**config.mk**
```make
export PLATFORM = sky130hd
export DESIGN_NAME = isat_top
export DESIGN_NICKNAME = d
export VERILOG_FILES = /design/src/inc/isat_pkg.sv /design/src/inc/isat_tick_if.sv /design/src/verilog/isat_tick_div.sv /design/src/verilog/isat_top.sv
export SDC_FILE = /design/constraint.sdc
export NUM_CORES = 1
export LEC_CHECK = 0
export BUFFER_PORTS_ARGS = -buffer_cell sky130_fd_sc_hd__buf_2
export CORE_UTILIZATION = 45
export CTS_CLUSTER_SIZE = 12
export DETAILED_ROUTE_END_ITERATION = 12
export PLACE_DENSITY = 0.74
export SLEW_MARGIN = 0
export SYNTH_ARGS = -nofsm -noshare
export SYNTH_HDL_FRONTEND = slang
export SYNTH_HIERARCHICAL = 1
export SYNTH_SLANG_ARGS = --single-unit
```
**constraint.sdc**
```tcl
create_clock -name pclk -period 4.35 [get_ports pclk]
set_input_delay 0.2175 -clock pclk [delete_from_list [all_inputs] [get_ports pclk]]
set_output_delay 0.2175 -clock pclk [all_outputs]
set_load 0.01 [all_outputs]
```
**src/inc/isat_pkg.sv**
```systemverilog
// isat_pkg: register map, field positions, reset values and counts for the
// interrupt sources and periodic tick block.
// assumes an apb slave with 32-bit data, one aligned word per register.
package isat_pkg;

    // register byte offsets on apb
    localparam logic [7:0] OFF_CTRL0    = 8'h00;  // enables and flags, group 0
    localparam logic [7:0] OFF_CTRL1    = 8'h04;  // enables and flags, group 1
    localparam logic [7:0] OFF_TICK     = 8'h08;  // periodic tick divider control
    localparam logic [7:0] OFF_TOUCHOV  = 8'h0C;  // touch counter overflow flags
    localparam logic [7:0] OFF_STATUS   = 8'h10;  // vector, stack and request state

    // ctrl0 field positions
    localparam int CTRL0_GIE_BIT   = 0;
    localparam int CTRL0_TKE_BIT   = 2;
    localparam int CTRL0_TE_BIT    = 3;
    localparam int CTRL0_TKF_BIT   = 5;
    localparam int CTRL0_TF_BIT    = 6;

    // ctrl1 field positions
    localparam int CTRL1_SE_BIT    = 0;
    localparam int CTRL1_PTE_BIT   = 1;
    localparam int CTRL1_DE_BIT    = 2;
    localparam int CTRL1_AE_BIT    = 3;
    localparam int CTRL1_SF_BIT    = 4;
    localparam int CTRL1_PTF_BIT   = 5;
    localparam int CTRL1_DF_BIT    = 6;
    localparam int CTRL1_AF_BIT    = 7;

    // tick divider control field
    localparam int TICK_SEL_LO     = 4;
    localparam int TICK_SEL_HI     = 5;

    // touch overflow register fields
    localparam int TOV_FREQ_BIT    = 0;
    localparam int TOV_AUX_BIT     = 1;

    // reset values
    localparam logic [7:0] CTRL0_RESET = 8'h00;
    localparam logic [7:0] CTRL1_RESET = 8'h00;
    localparam logic [1:0] TICK_RESET  = 2'b00;

    // tick periods in tick source clock cycles
    localparam int TICK_DIV_W      = 13;
    localparam logic [12:0] TICK_P0 = 13'h0400;  // 1024
    localparam logic [12:0] TICK_P1 = 13'h0800;  // 2048
    localparam logic [12:0] TICK_P2 = 13'h1000;  // 4096
    localparam logic [12:0] TICK_P3 = 13'h1FFF;  // 8192 counted as 0..8191

    // source numbering, lowest index wins
    localparam int NSRC            = 6;
    localparam int SRC_TOUCH       = 0;
    localparam int SRC_TIMER       = 1;
    localparam int SRC_SERIAL      = 2;
    localparam int SRC_TICK        = 3;
    localparam int SRC_EEPROM      = 4;
    localparam int SRC_CONV        = 5;

    // vector handed to the core when nothing is pending; a pending source's vector is its index
    localparam logic [2:0] VEC_NONE = 3'h7;

endpackage : isat_pkg

```
**src/inc/isat_tick_if.sv**
```systemverilog
// isat_tick_if: carries the tick period select and the tick overflow pulse
// between the top and the tick divider.
// assumes one clock domain; tick source clock arrives as an enable pulse.
`timescale 1ns/10ps
interface isat_tick_if;
    logic [1:0] period_sel;  // tick period select field
    logic       overflow;    // one-cycle pulse on divider wrap

    modport ctrl (output period_sel, input overflow);
    modport div  (input period_sel, output overflow);
endinterface : isat_tick_if

```
**src/verilog/isat_tick_div.sv**
```systemverilog
// isat_tick_div: periodic tick divider with selectable terminal count.
// assumes tick_src_en is a one-cycle pulse per tick source clock cycle,
// synchronous to pclk.
`timescale 1ns/10ps
module isat_tick_div (
    input  wire logic pclk,
    input  wire logic presetn,
    input  wire logic tick_src_en,
    isat_tick_if.div  tk
);

    logic [isat_pkg::TICK_DIV_W-1:0] cnt_reg;
    logic [isat_pkg::TICK_DIV_W-1:0] cnt_next;
    logic [isat_pkg::TICK_DIV_W-1:0] last_cnt;
    logic                            wrap;

    // terminal count from the period select
    assign last_cnt = (tk.period_sel == 2'b00) ? isat_pkg::TICK_P0 - 13'h0001 :
                      (tk.period_sel == 2'b01) ? isat_pkg::TICK_P1 - 13'h0001 :
                      (tk.period_sel == 2'b10) ? isat_pkg::TICK_P2 - 13'h0001 :
                                                 isat_pkg::TICK_P3;
    // >= so a shorter period picked mid-count still wraps at once
    assign wrap     = tick_src_en && (cnt_reg >= last_cnt);
    assign cnt_next = wrap ? '0 : (tick_src_en ? cnt_reg + 13'h0001 : cnt_reg);

    ////////////////////////////////////////////////////////////////////////////
    // divider counter and overflow pulse
    always_ff @(posedge pclk or negedge presetn) begin
        if (!presetn) begin
            cnt_reg     <= '0;
            tk.overflow <= 1'b0;
        end else begin
            cnt_reg     <= cnt_next;
            tk.overflow <= wrap;
        end
    end

endmodule : isat_tick_div

```
**src/verilog/isat_top.sv**
```systemverilog
// isat_top: interrupt request flags, enables, vectoring, wake-up and
// periodic tick for a small controller core, reached over apb.
// assumes peripheral events are one-cycle pulses synchronous to pclk and the
// core takes a vector by pulsing irq_ack while irq_req is high.
//
// Summary of operation
// - tick divider overflow sets tick flag
// - select bits 5:4 pick 1024..8192 period
// - unused tick control bits read zero
// - vector only if flag, enables, stack free
// - service clears source flag and global enable
// - timer overflow sets timer flag
// - eeprom write end sets eeprom flag
// - touch slot overflow sets touch flag
// - touch frequency overflow flag, software cleared
// - module zero aux overflow flag, software cleared
// - serial byte, match, timeout set serial flag
// - conversion end sets conversion flag
// - any flag rising edge wakes device
// - flags hold until serviced or cleared
// - irq return sets global enable, plain leaves
// - full stack blocks all acknowledges
// - requests while disabled stay latched
`timescale 1ns/10ps
module isat_top (
    input  wire logic        pclk,
    input  wire logic        presetn,
    // apb slave
    input  wire logic        psel,
    input  wire logic        penable,
    input  wire logic        pwrite,
    input  wire logic [7:0]  paddr,
    input  wire logic [31:0] pwdata,
    input  wire logic [3:0]  pstrb,
    output logic      [31:0] prdata,
    output logic             pready,
    output logic             pslverr,
    // event sources, one-cycle pulses
    input  wire logic        tick_src_en,
    input  wire logic        timer_ovf,
    input  wire logic        eeprom_wr_done,
    input  wire logic        touch_slot_ovf,
    input  wire logic        touch_freq_ovf,
    input  wire logic        touch_aux_ovf,
    input  wire logic        serial_rx_byte,
    input  wire logic        serial_tx_byte,
    input  wire logic        serial_addr_match,
    input  wire logic        serial_timeout,
    input  wire logic        conversion_end,
    // core side
    input  wire logic        stack_full,
    input  wire logic        irq_ack,
    input  wire logic        return_from_irq_instr,
    input  wire logic        plain_return_instr,
    input  wire logic        low_power,
    output logic             irq_req,
    output logic      [2:0]  irq_vector,
    output logic             wake_up
);

    localparam int N = isat_pkg::NSRC;

    ////////////////////////////////////////////////////////////////////////////
    // state
    logic [N-1:0] flag_reg;
    logic [N-1:0] flag_next;
    logic [N-1:0] en_reg;
    logic [N-1:0] en_next;
    logic         gie_reg;
    logic         gie_next;
    logic [1:0]   tick_sel_reg;
    logic         freq_ovf_reg;
    logic         aux_ovf_reg;
    logic         wake_reg;
    logic [31:0]  rdata_reg;

    isat_tick_if tk ();

    isat_tick_div u_div (
        .pclk        (pclk),
        .presetn     (presetn),
        .tick_src_en (tick_src_en),
        .tk          (tk.div)
    );

    assign tk.period_sel = tick_sel_reg;

    ////////////////////////////////////////////////////////////////////////////
    // apb decode; zero wait state, unmapped address answers pslverr
    logic wr_acc;
    logic rd_acc;
    logic hit_c0;
    logic hit_c1;
    logic hit_tk;
    logic hit_tov;
    logic hit_st;
    logic mapped;
    logic lane0;

    assign hit_c0  = paddr == isat_pkg::OFF_CTRL0;
    assign hit_c1  = paddr == isat_pkg::OFF_CTRL1;
    assign hit_tk  = paddr == isat_pkg::OFF_TICK;
    assign hit_tov = paddr == isat_pkg::OFF_TOUCHOV;
    assign hit_st  = paddr == isat_pkg::OFF_STATUS;
    assign mapped  = hit_c0 | hit_c1 | hit_tk | hit_tov | hit_st;
    assign lane0   = pstrb[0];
    assign wr_acc  = psel && penable && pwrite && mapped && lane0;
    assign rd_acc  = psel && !penable && !pwrite;
    assign pready  = 1'b1;
    assign pslverr = psel && penable && !mapped;

    ////////////////////////////////////////////////////////////////////////////
    // event collection per source
    logic [N-1:0] ev;

    assign ev[isat_pkg::SRC_TOUCH]  = touch_slot_ovf;
    assign ev[isat_pkg::SRC_TIMER]  = timer_ovf;
    assign ev[isat_pkg::SRC_SERIAL] = serial_rx_byte | serial_tx_byte
                                    | serial_addr_match | serial_timeout;
    assign ev[isat_pkg::SRC_TICK]   = tk.overflow;
    assign ev[isat_pkg::SRC_EEPROM] = eeprom_wr_done;
    assign ev[isat_pkg::SRC_CONV]   = conversion_end;

    ////////////////////////////////////////////////////////////////////////////
    // priority pick: lowest index pending and enabled wins
    function automatic logic [2:0] pick (input logic [N-1:0] pend);
        logic [2:0] v;
        v = isat_pkg::VEC_NONE;
        for (int i = N - 1; i >= 0; i--) begin
            if (pend[i]) begin
                v = 3'(i);
            end
        end
        return v;
    endfunction : pick

    logic [N-1:0] pend;
    logic [2:0]   win;
    logic         take;
    logic [N-1:0] svc_clr;

    assign pend    = flag_reg & en_reg;
    // no vector while disabled or stack full; pending flags simply wait
    assign irq_req = gie_reg && (|pend) && !stack_full;
    assign win     = pick(pend);
    assign take    = irq_req && irq_ack;
    // one-hot clear of the serviced source only
    assign svc_clr = take ? (6'h01 << win) : '0;

    ////////////////////////////////////////////////////////////////////////////
    // software views of flag and enable bits in the two control words
    logic [7:0] c0_view;
    logic [7:0] c1_view;

    assign c0_view = {1'b0, flag_reg[isat_pkg::SRC_TIMER], flag_reg[isat_pkg::SRC_TOUCH], 1'b0,
                      en_reg[isat_pkg::SRC_TIMER], en_reg[isat_pkg::SRC_TOUCH], 1'b0, gie_reg};
    assign c1_view = {flag_reg[isat_pkg::SRC_CONV], flag_reg[isat_pkg::SRC_EEPROM],
                      flag_reg[isat_pkg::SRC_TICK], flag_reg[isat_pkg::SRC_SERIAL],
                      en_reg[isat_pkg::SRC_CONV], en_reg[isat_pkg::SRC_EEPROM],
                      en_reg[isat_pkg::SRC_TICK], en_reg[isat_pkg::SRC_SERIAL]};

    // written values of the same layout
    logic [N-1:0] wflag;
    logic [N-1:0] wen;
    logic [N-1:0] wmask;

    assign wflag = {pwdata[isat_pkg::CTRL1_AF_BIT], pwdata[isat_pkg::CTRL1_DF_BIT],
                    pwdata[isat_pkg::CTRL1_PTF_BIT], pwdata[isat_pkg::CTRL1_SF_BIT],
                    pwdata[isat_pkg::CTRL0_TF_BIT], pwdata[isat_pkg::CTRL0_TKF_BIT]};
    assign wen   = {pwdata[isat_pkg::CTRL1_AE_BIT], pwdata[isat_pkg::CTRL1_DE_BIT],
                    pwdata[isat_pkg::CTRL1_PTE_BIT], pwdata[isat_pkg::CTRL1_SE_BIT],
                    pwdata[isat_pkg::CTRL0_TE_BIT], pwdata[isat_pkg::CTRL0_TKE_BIT]};
    // sources 0..1 live in ctrl0, 2..5 in ctrl1
    assign wmask = wr_acc ? (hit_c0 ? 6'h03 : (hit_c1 ? 6'h3C : 6'h00)) : 6'h00;

    ////////////////////////////////////////////////////////////////////////////
    // next state: software write, then service clear, then events win
    always_comb begin
        flag_next = (flag_reg & ~wmask) | (wflag & wmask);
        flag_next = flag_next & ~svc_clr;
        flag_next = flag_next | ev;                         // set beats clear
        en_next   = (en_reg & ~wmask) | (wen & wmask);
        gie_next  = gie_reg;
        if (wr_acc && hit_c0) begin
            gie_next = pwdata[isat_pkg::CTRL0_GIE_BIT];
        end
        if (take) begin
            gie_next = 1'b0;
        end else if (return_from_irq_instr) begin
            gie_next = 1'b1;
        end
        // plain return leaves the global enable as it is
    end

    ////////////////////////////////////////////////////////////////////////////
    // flags, enables, global enable
    always_ff @(posedge pclk or negedge presetn) begin
        if (!presetn) begin
            flag_reg <= '0;
            en_reg   <= '0;
            gie_reg  <= isat_pkg::CTRL0_RESET[isat_pkg::CTRL0_GIE_BIT];
        end else begin
            flag_reg <= flag_next;
            en_reg   <= en_next;
            gie_reg  <= gie_next;
        end
    end

    ////////////////////////////////////////////////////////////////////////////
    // tick period select
    always_ff @(posedge pclk or negedge presetn) begin
        if (!presetn) begin
            tick_sel_reg <= isat_pkg::TICK_RESET;
        end else if (wr_acc && hit_tk) begin
            tick_sel_reg <= pwdata[isat_pkg::TICK_SEL_HI:isat_pkg::TICK_SEL_LO];
        end
    end

    ////////////////////////////////////////////////////////////////////////////
    // touch counter overflow flags; hardware never clears them
    logic freq_next;
    logic aux_next;

    assign freq_next = touch_freq_ovf |
                       (freq_ovf_reg & ~(wr_acc && hit_tov && !pwdata[isat_pkg::TOV_FREQ_BIT]));
    assign aux_next  = touch_aux_ovf |
                       (aux_ovf_reg & ~(wr_acc && hit_tov && !pwdata[isat_pkg::TOV_AUX_BIT]));

    always_ff @(posedge pclk or negedge presetn) begin
        if (!presetn) begin
            freq_ovf_reg <= 1'b0;
            aux_ovf_reg  <= 1'b0;
        end else begin
            freq_ovf_reg <= freq_next;
            aux_ovf_reg  <= aux_next;
        end
    end

    ////////////////////////////////////////////////////////////////////////////
    // wake-up on any flag rising edge, enables ignored
    logic [N+1:0] all_flags_now;
    logic [N+1:0] all_flags_nxt;
    logic         rise;

    assign all_flags_now = {aux_ovf_reg, freq_ovf_reg, flag_reg};
    assign all_flags_nxt = {aux_next, freq_next, flag_next};
    assign rise          = |(all_flags_nxt & ~all_flags_now);

    always_ff @(posedge pclk or negedge presetn) begin
        if (!presetn) begin
            wake_reg <= 1'b0;
        end else begin
            wake_reg <= rise && low_power;
        end
    end

    assign wake_up = wake_reg;

    ////////////////////////////////////////////////////////////////////////////
    // registered vector to the core; only pc is stacked by the core
    always_ff @(posedge pclk or negedge presetn) begin
        if (!presetn) begin
            irq_vector <= isat_pkg::VEC_NONE;
        end else begin
            irq_vector <= pick(flag_next & en_next);
        end
    end

    ////////////////////////////////////////////////////////////////////////////
    // read mux, captured in setup so prdata comes from a flop
    logic [31:0] rmux;

    assign rmux = hit_c0  ? {24'h00_0000, c0_view} :
                  hit_c1  ? {24'h00_0000, c1_view} :
                  hit_tk  ? {24'h00_0000, 2'b00, tick_sel_reg, 4'h0} :
                  hit_tov ? {30'h0000_0000, aux_ovf_reg, freq_ovf_reg} :
                  hit_st  ? {24'h00_0000, stack_full, irq_req, 3'h0, win} :
                            32'h0000_0000;

    always_ff @(posedge pclk or negedge presetn) begin
        if (!presetn) begin
            rdata_reg <= '0;
        end else if (rd_acc) begin
            rdata_reg <= rmux;
        end
    end

    assign prdata = rdata_reg;

endmodule : isat_top

```
==> summary.md <==
| Metric | Value |
|---|---|
| EDFF count, synth | 0 |
| Final Setup Violations | 0 |
| Area after DPL | 2990 sq um |
| Arr. time, crit path | 2.43 ns |
| WL final | 6680 um |
| Vias in the first global route | 2,197 |
| Setup total negative slack | 0 ns |
| Multi-input gate area | 1500 sq um |
| GR Overflow Total | 0 |
| Post-route ant nets | 0 |
| Die area | 6510 sq um |
| CP peak stage delay | 0.70 ns |
| Post-CTS setup buffer count | 0 |
| Post-DR wirelength/cell | 15.3 um |
| Largest register FFs | 13 |
| Biggest area consumer among synthesized cells | dfrtp_1 |
| Hold buffers post-CTS | 0 |
| Met2 GRT Util | 35.4% |
| Path type of the worst setup path | primary input to flip-flop |
| Pin count of the biggest net entering global routing | 44 |
| DP Worst Slack | 1.79 ns |
| Post-DP HPWL | 5070 um |
| Max_slew headroom | 35.4% |
| Max Cap Viol | 0 |
| Initial antenna violation count | 0 |
| FMAX | 444 MHz |
| Flip-flop and latch count after synthesis | 43 |
| All-Layer GR Usage | 22.0% |
| Num Clock Sinks | 43 |
| Share of cells above drive strength 1 | 20.8% |
| Final max-slew violation count | 0 |
| Area Growth Syn to Fin | 11.5% |
| TritonCTS Buffers | 5 |
| Worst-margin pin slew | 0.969 ns |
| Setup ws final | 2.10 ns |
| RSZ-0062 raised after global routing | false |
| Commonest cells post-synth | 40 x dfrtp_1, 30 x nand2_1, 25 x buf_4 |
| Die Width | 80.7 um |
| Clock buffer depth | 2 |
| Initial Utilization | 46.8% |
| Yosys top cell area share | 35.9% |
| Core ar. | 5960 sq um |
| Min Tclk post-route | 2.25 ns |
| Number of port buffers | 50 |
| Via count | 2,442 |
| Number of cell rows | 28 |
| Clock transition at path regs | 0.08 ns |
| 1st-iter DRT viols | 258 |
| Status | complete, no violations |
| Met3 usage | 3.86% |
| Root Buffer | clkbuf_8 |
| Final hold slack | 0.0754 ns |
| CTS HTree Levels | 2 |
| CP Max Fanout | 11 |
| Count of yosys warnings during synthesis | 6 |
| Critical Path Start Type | primary input |
| GR peak layer | met2 |
| Fin crit share | 51.8% |
| Die height | 80.7 um |
| Final instance area | 3110 sq um |
| VDD IR max | 200 uV |
| Cells along the critical path | buf_2, or4b_4, nor4_4, mux2i_1, o21ai_1, nor2b_1, o31a_1 |
| Final #Nets | 429 |
| Critical path's slowest cell | nor4_4 |
| CP required | 4.53 ns |
| Drt drc | 0 |
| FFs w/ async S/R, synth | 100% |
| Fillcell total | 564 |
| Seq/Total Area, Yosys | 38.8% |
| Synth unique cells | 58 |
| Vias/cell | 5.60 |
| Top-count cell post-synth | dfrtp_1 |
| Ys flop type | dfrtp_1 |
| Number of top-level pins | 104 |
| Utilization after layout | 52.2% |
| Syn Area/Cell | 8.96 sq um |
| Main area contributors after synthesis | dfrtp_1 36%, buf_4 6.7%, nand2_1 4.0% |
| Post-synthesis cell count | 311 |
| Resized cells post-CTS | 0 |
| DR pass1 iterations | 4 |
| Worst-Skew Late Latency | 0.29 ns |
| CP endpoint kind | flip-flop |
| Synthesized cell area | 2790 sq um |
| Ant diodes | 0 |
| Fin Clk Skew | 0.00517 ns |
| P per Cell Area | 312 nW/um^2 |
| GPL Wtd Cong | 0.917 |
| Min-delay worst type | primary input to asynchronous set/reset pin |
| Count of final hold-check violations | 0 |
| Register Area | 1080 sq um |
| Leak | 1.43 nW |
| CTS tree | built |
| First-pass GRT wire length | 10,800 um |
| Met1 GRT Util | 29.6% |
-- power by group --
group	total (W)	switching (W)	internal (W)
clock	0.000311	0.000140	0.000171
combinational	0.000176	0.000106	0.0000694
sequential	0.000481	0.0000408	0.000441
total	0.000969	0.000288	0.000681
-- final cells by class --
type,instances,share of cell area (%)
multi-input cells,243,48.4
flip-flops and latches,43,34.8
repair buffers,51,8.30
well taps,75,3.02
clock buffers,5,2.22
inverters,16,1.93
clock inverters,3,1.41
-- path summary, 6_finish.rpt --
path                       cells after the start            start               end  slack, ns
max in group asynchronous                      1          presetn           gie_reg       3.67
setup / recovery                               7         paddr[7]           wake_up       2.10
min in group pclk                              2          irq_ack           gie_reg       0.12
hold reg to reg                                1        prdata[0]         prdata[0]       0.52
setup reg to reg                               5  tick_sel_reg[1]  u_div/cnt_reg[3]       2.29
hold / removal                                 1          presetn         en_reg[4]       0.08
-- per-layer routing --
metal	part of all wire [%]	vias to the layer above	wire [um]
li1	-	1182	-
met1	46	1159	3050
met2	47	93	3110
met3	6.7	8	447
met4	1.1	0	73
met5	0	-	0
-- critical path: cells and delay by family --
family	cells	cell delay, ns
AO/OA/AOI/OAI	2	0.40
AND/OR/NAND/NOR	3	1.43
buffers and inverters	1	0.12
multiplexers	1	0.26
-- layout by cell type, fill, tap and decap left out, types with 4 or more instances in the layout --
master     n
buf_2     50
dfrtp_1   40
nand2_1   30
conb_1    25
a21oi_1   22
nor2_1    19
o21ai_0   16
inv_1     16
nor3_1     9
nand2b_1   8
nand4_1    7
nand3_1    7
a22oi_1    7
mux2i_1    7
nor4_1     6
mux2_2     6
xor2_1     6
clkbuf_8   5
nor2b_1    4
or3_1      4
nor3b_1    4
a31oi_1    4
o221ai_1   4
ha_1       4
-- through the flow --
| step | cells | total power [W] |
|---|---|---|
| floorplan | 334 | 0.000610 |
| global placement | 428 | 0.000656 |
| detailed placement | 428 | 0.000664 |
| CTS | 436 | 0.000980 |
| global route | 436 | 0.00103 |
| finish | 436 | 0.000969 |
-- cells by family (layout without fill, tap and decap cells) --
family	after synthesis	after routing	share of synthesized area, %
simple gates	117	117	23.1
other cells	2	25	0.270
flops	43	43	38.8
xor+xnor	7	7	2.20
compound gates	77	77	18.5
mux	13	13	4.94
fa+ha+maj	4	4	1.80
buf+inv	48	75	10.4
No activity file was read; power rests on OpenSTA's default activity.
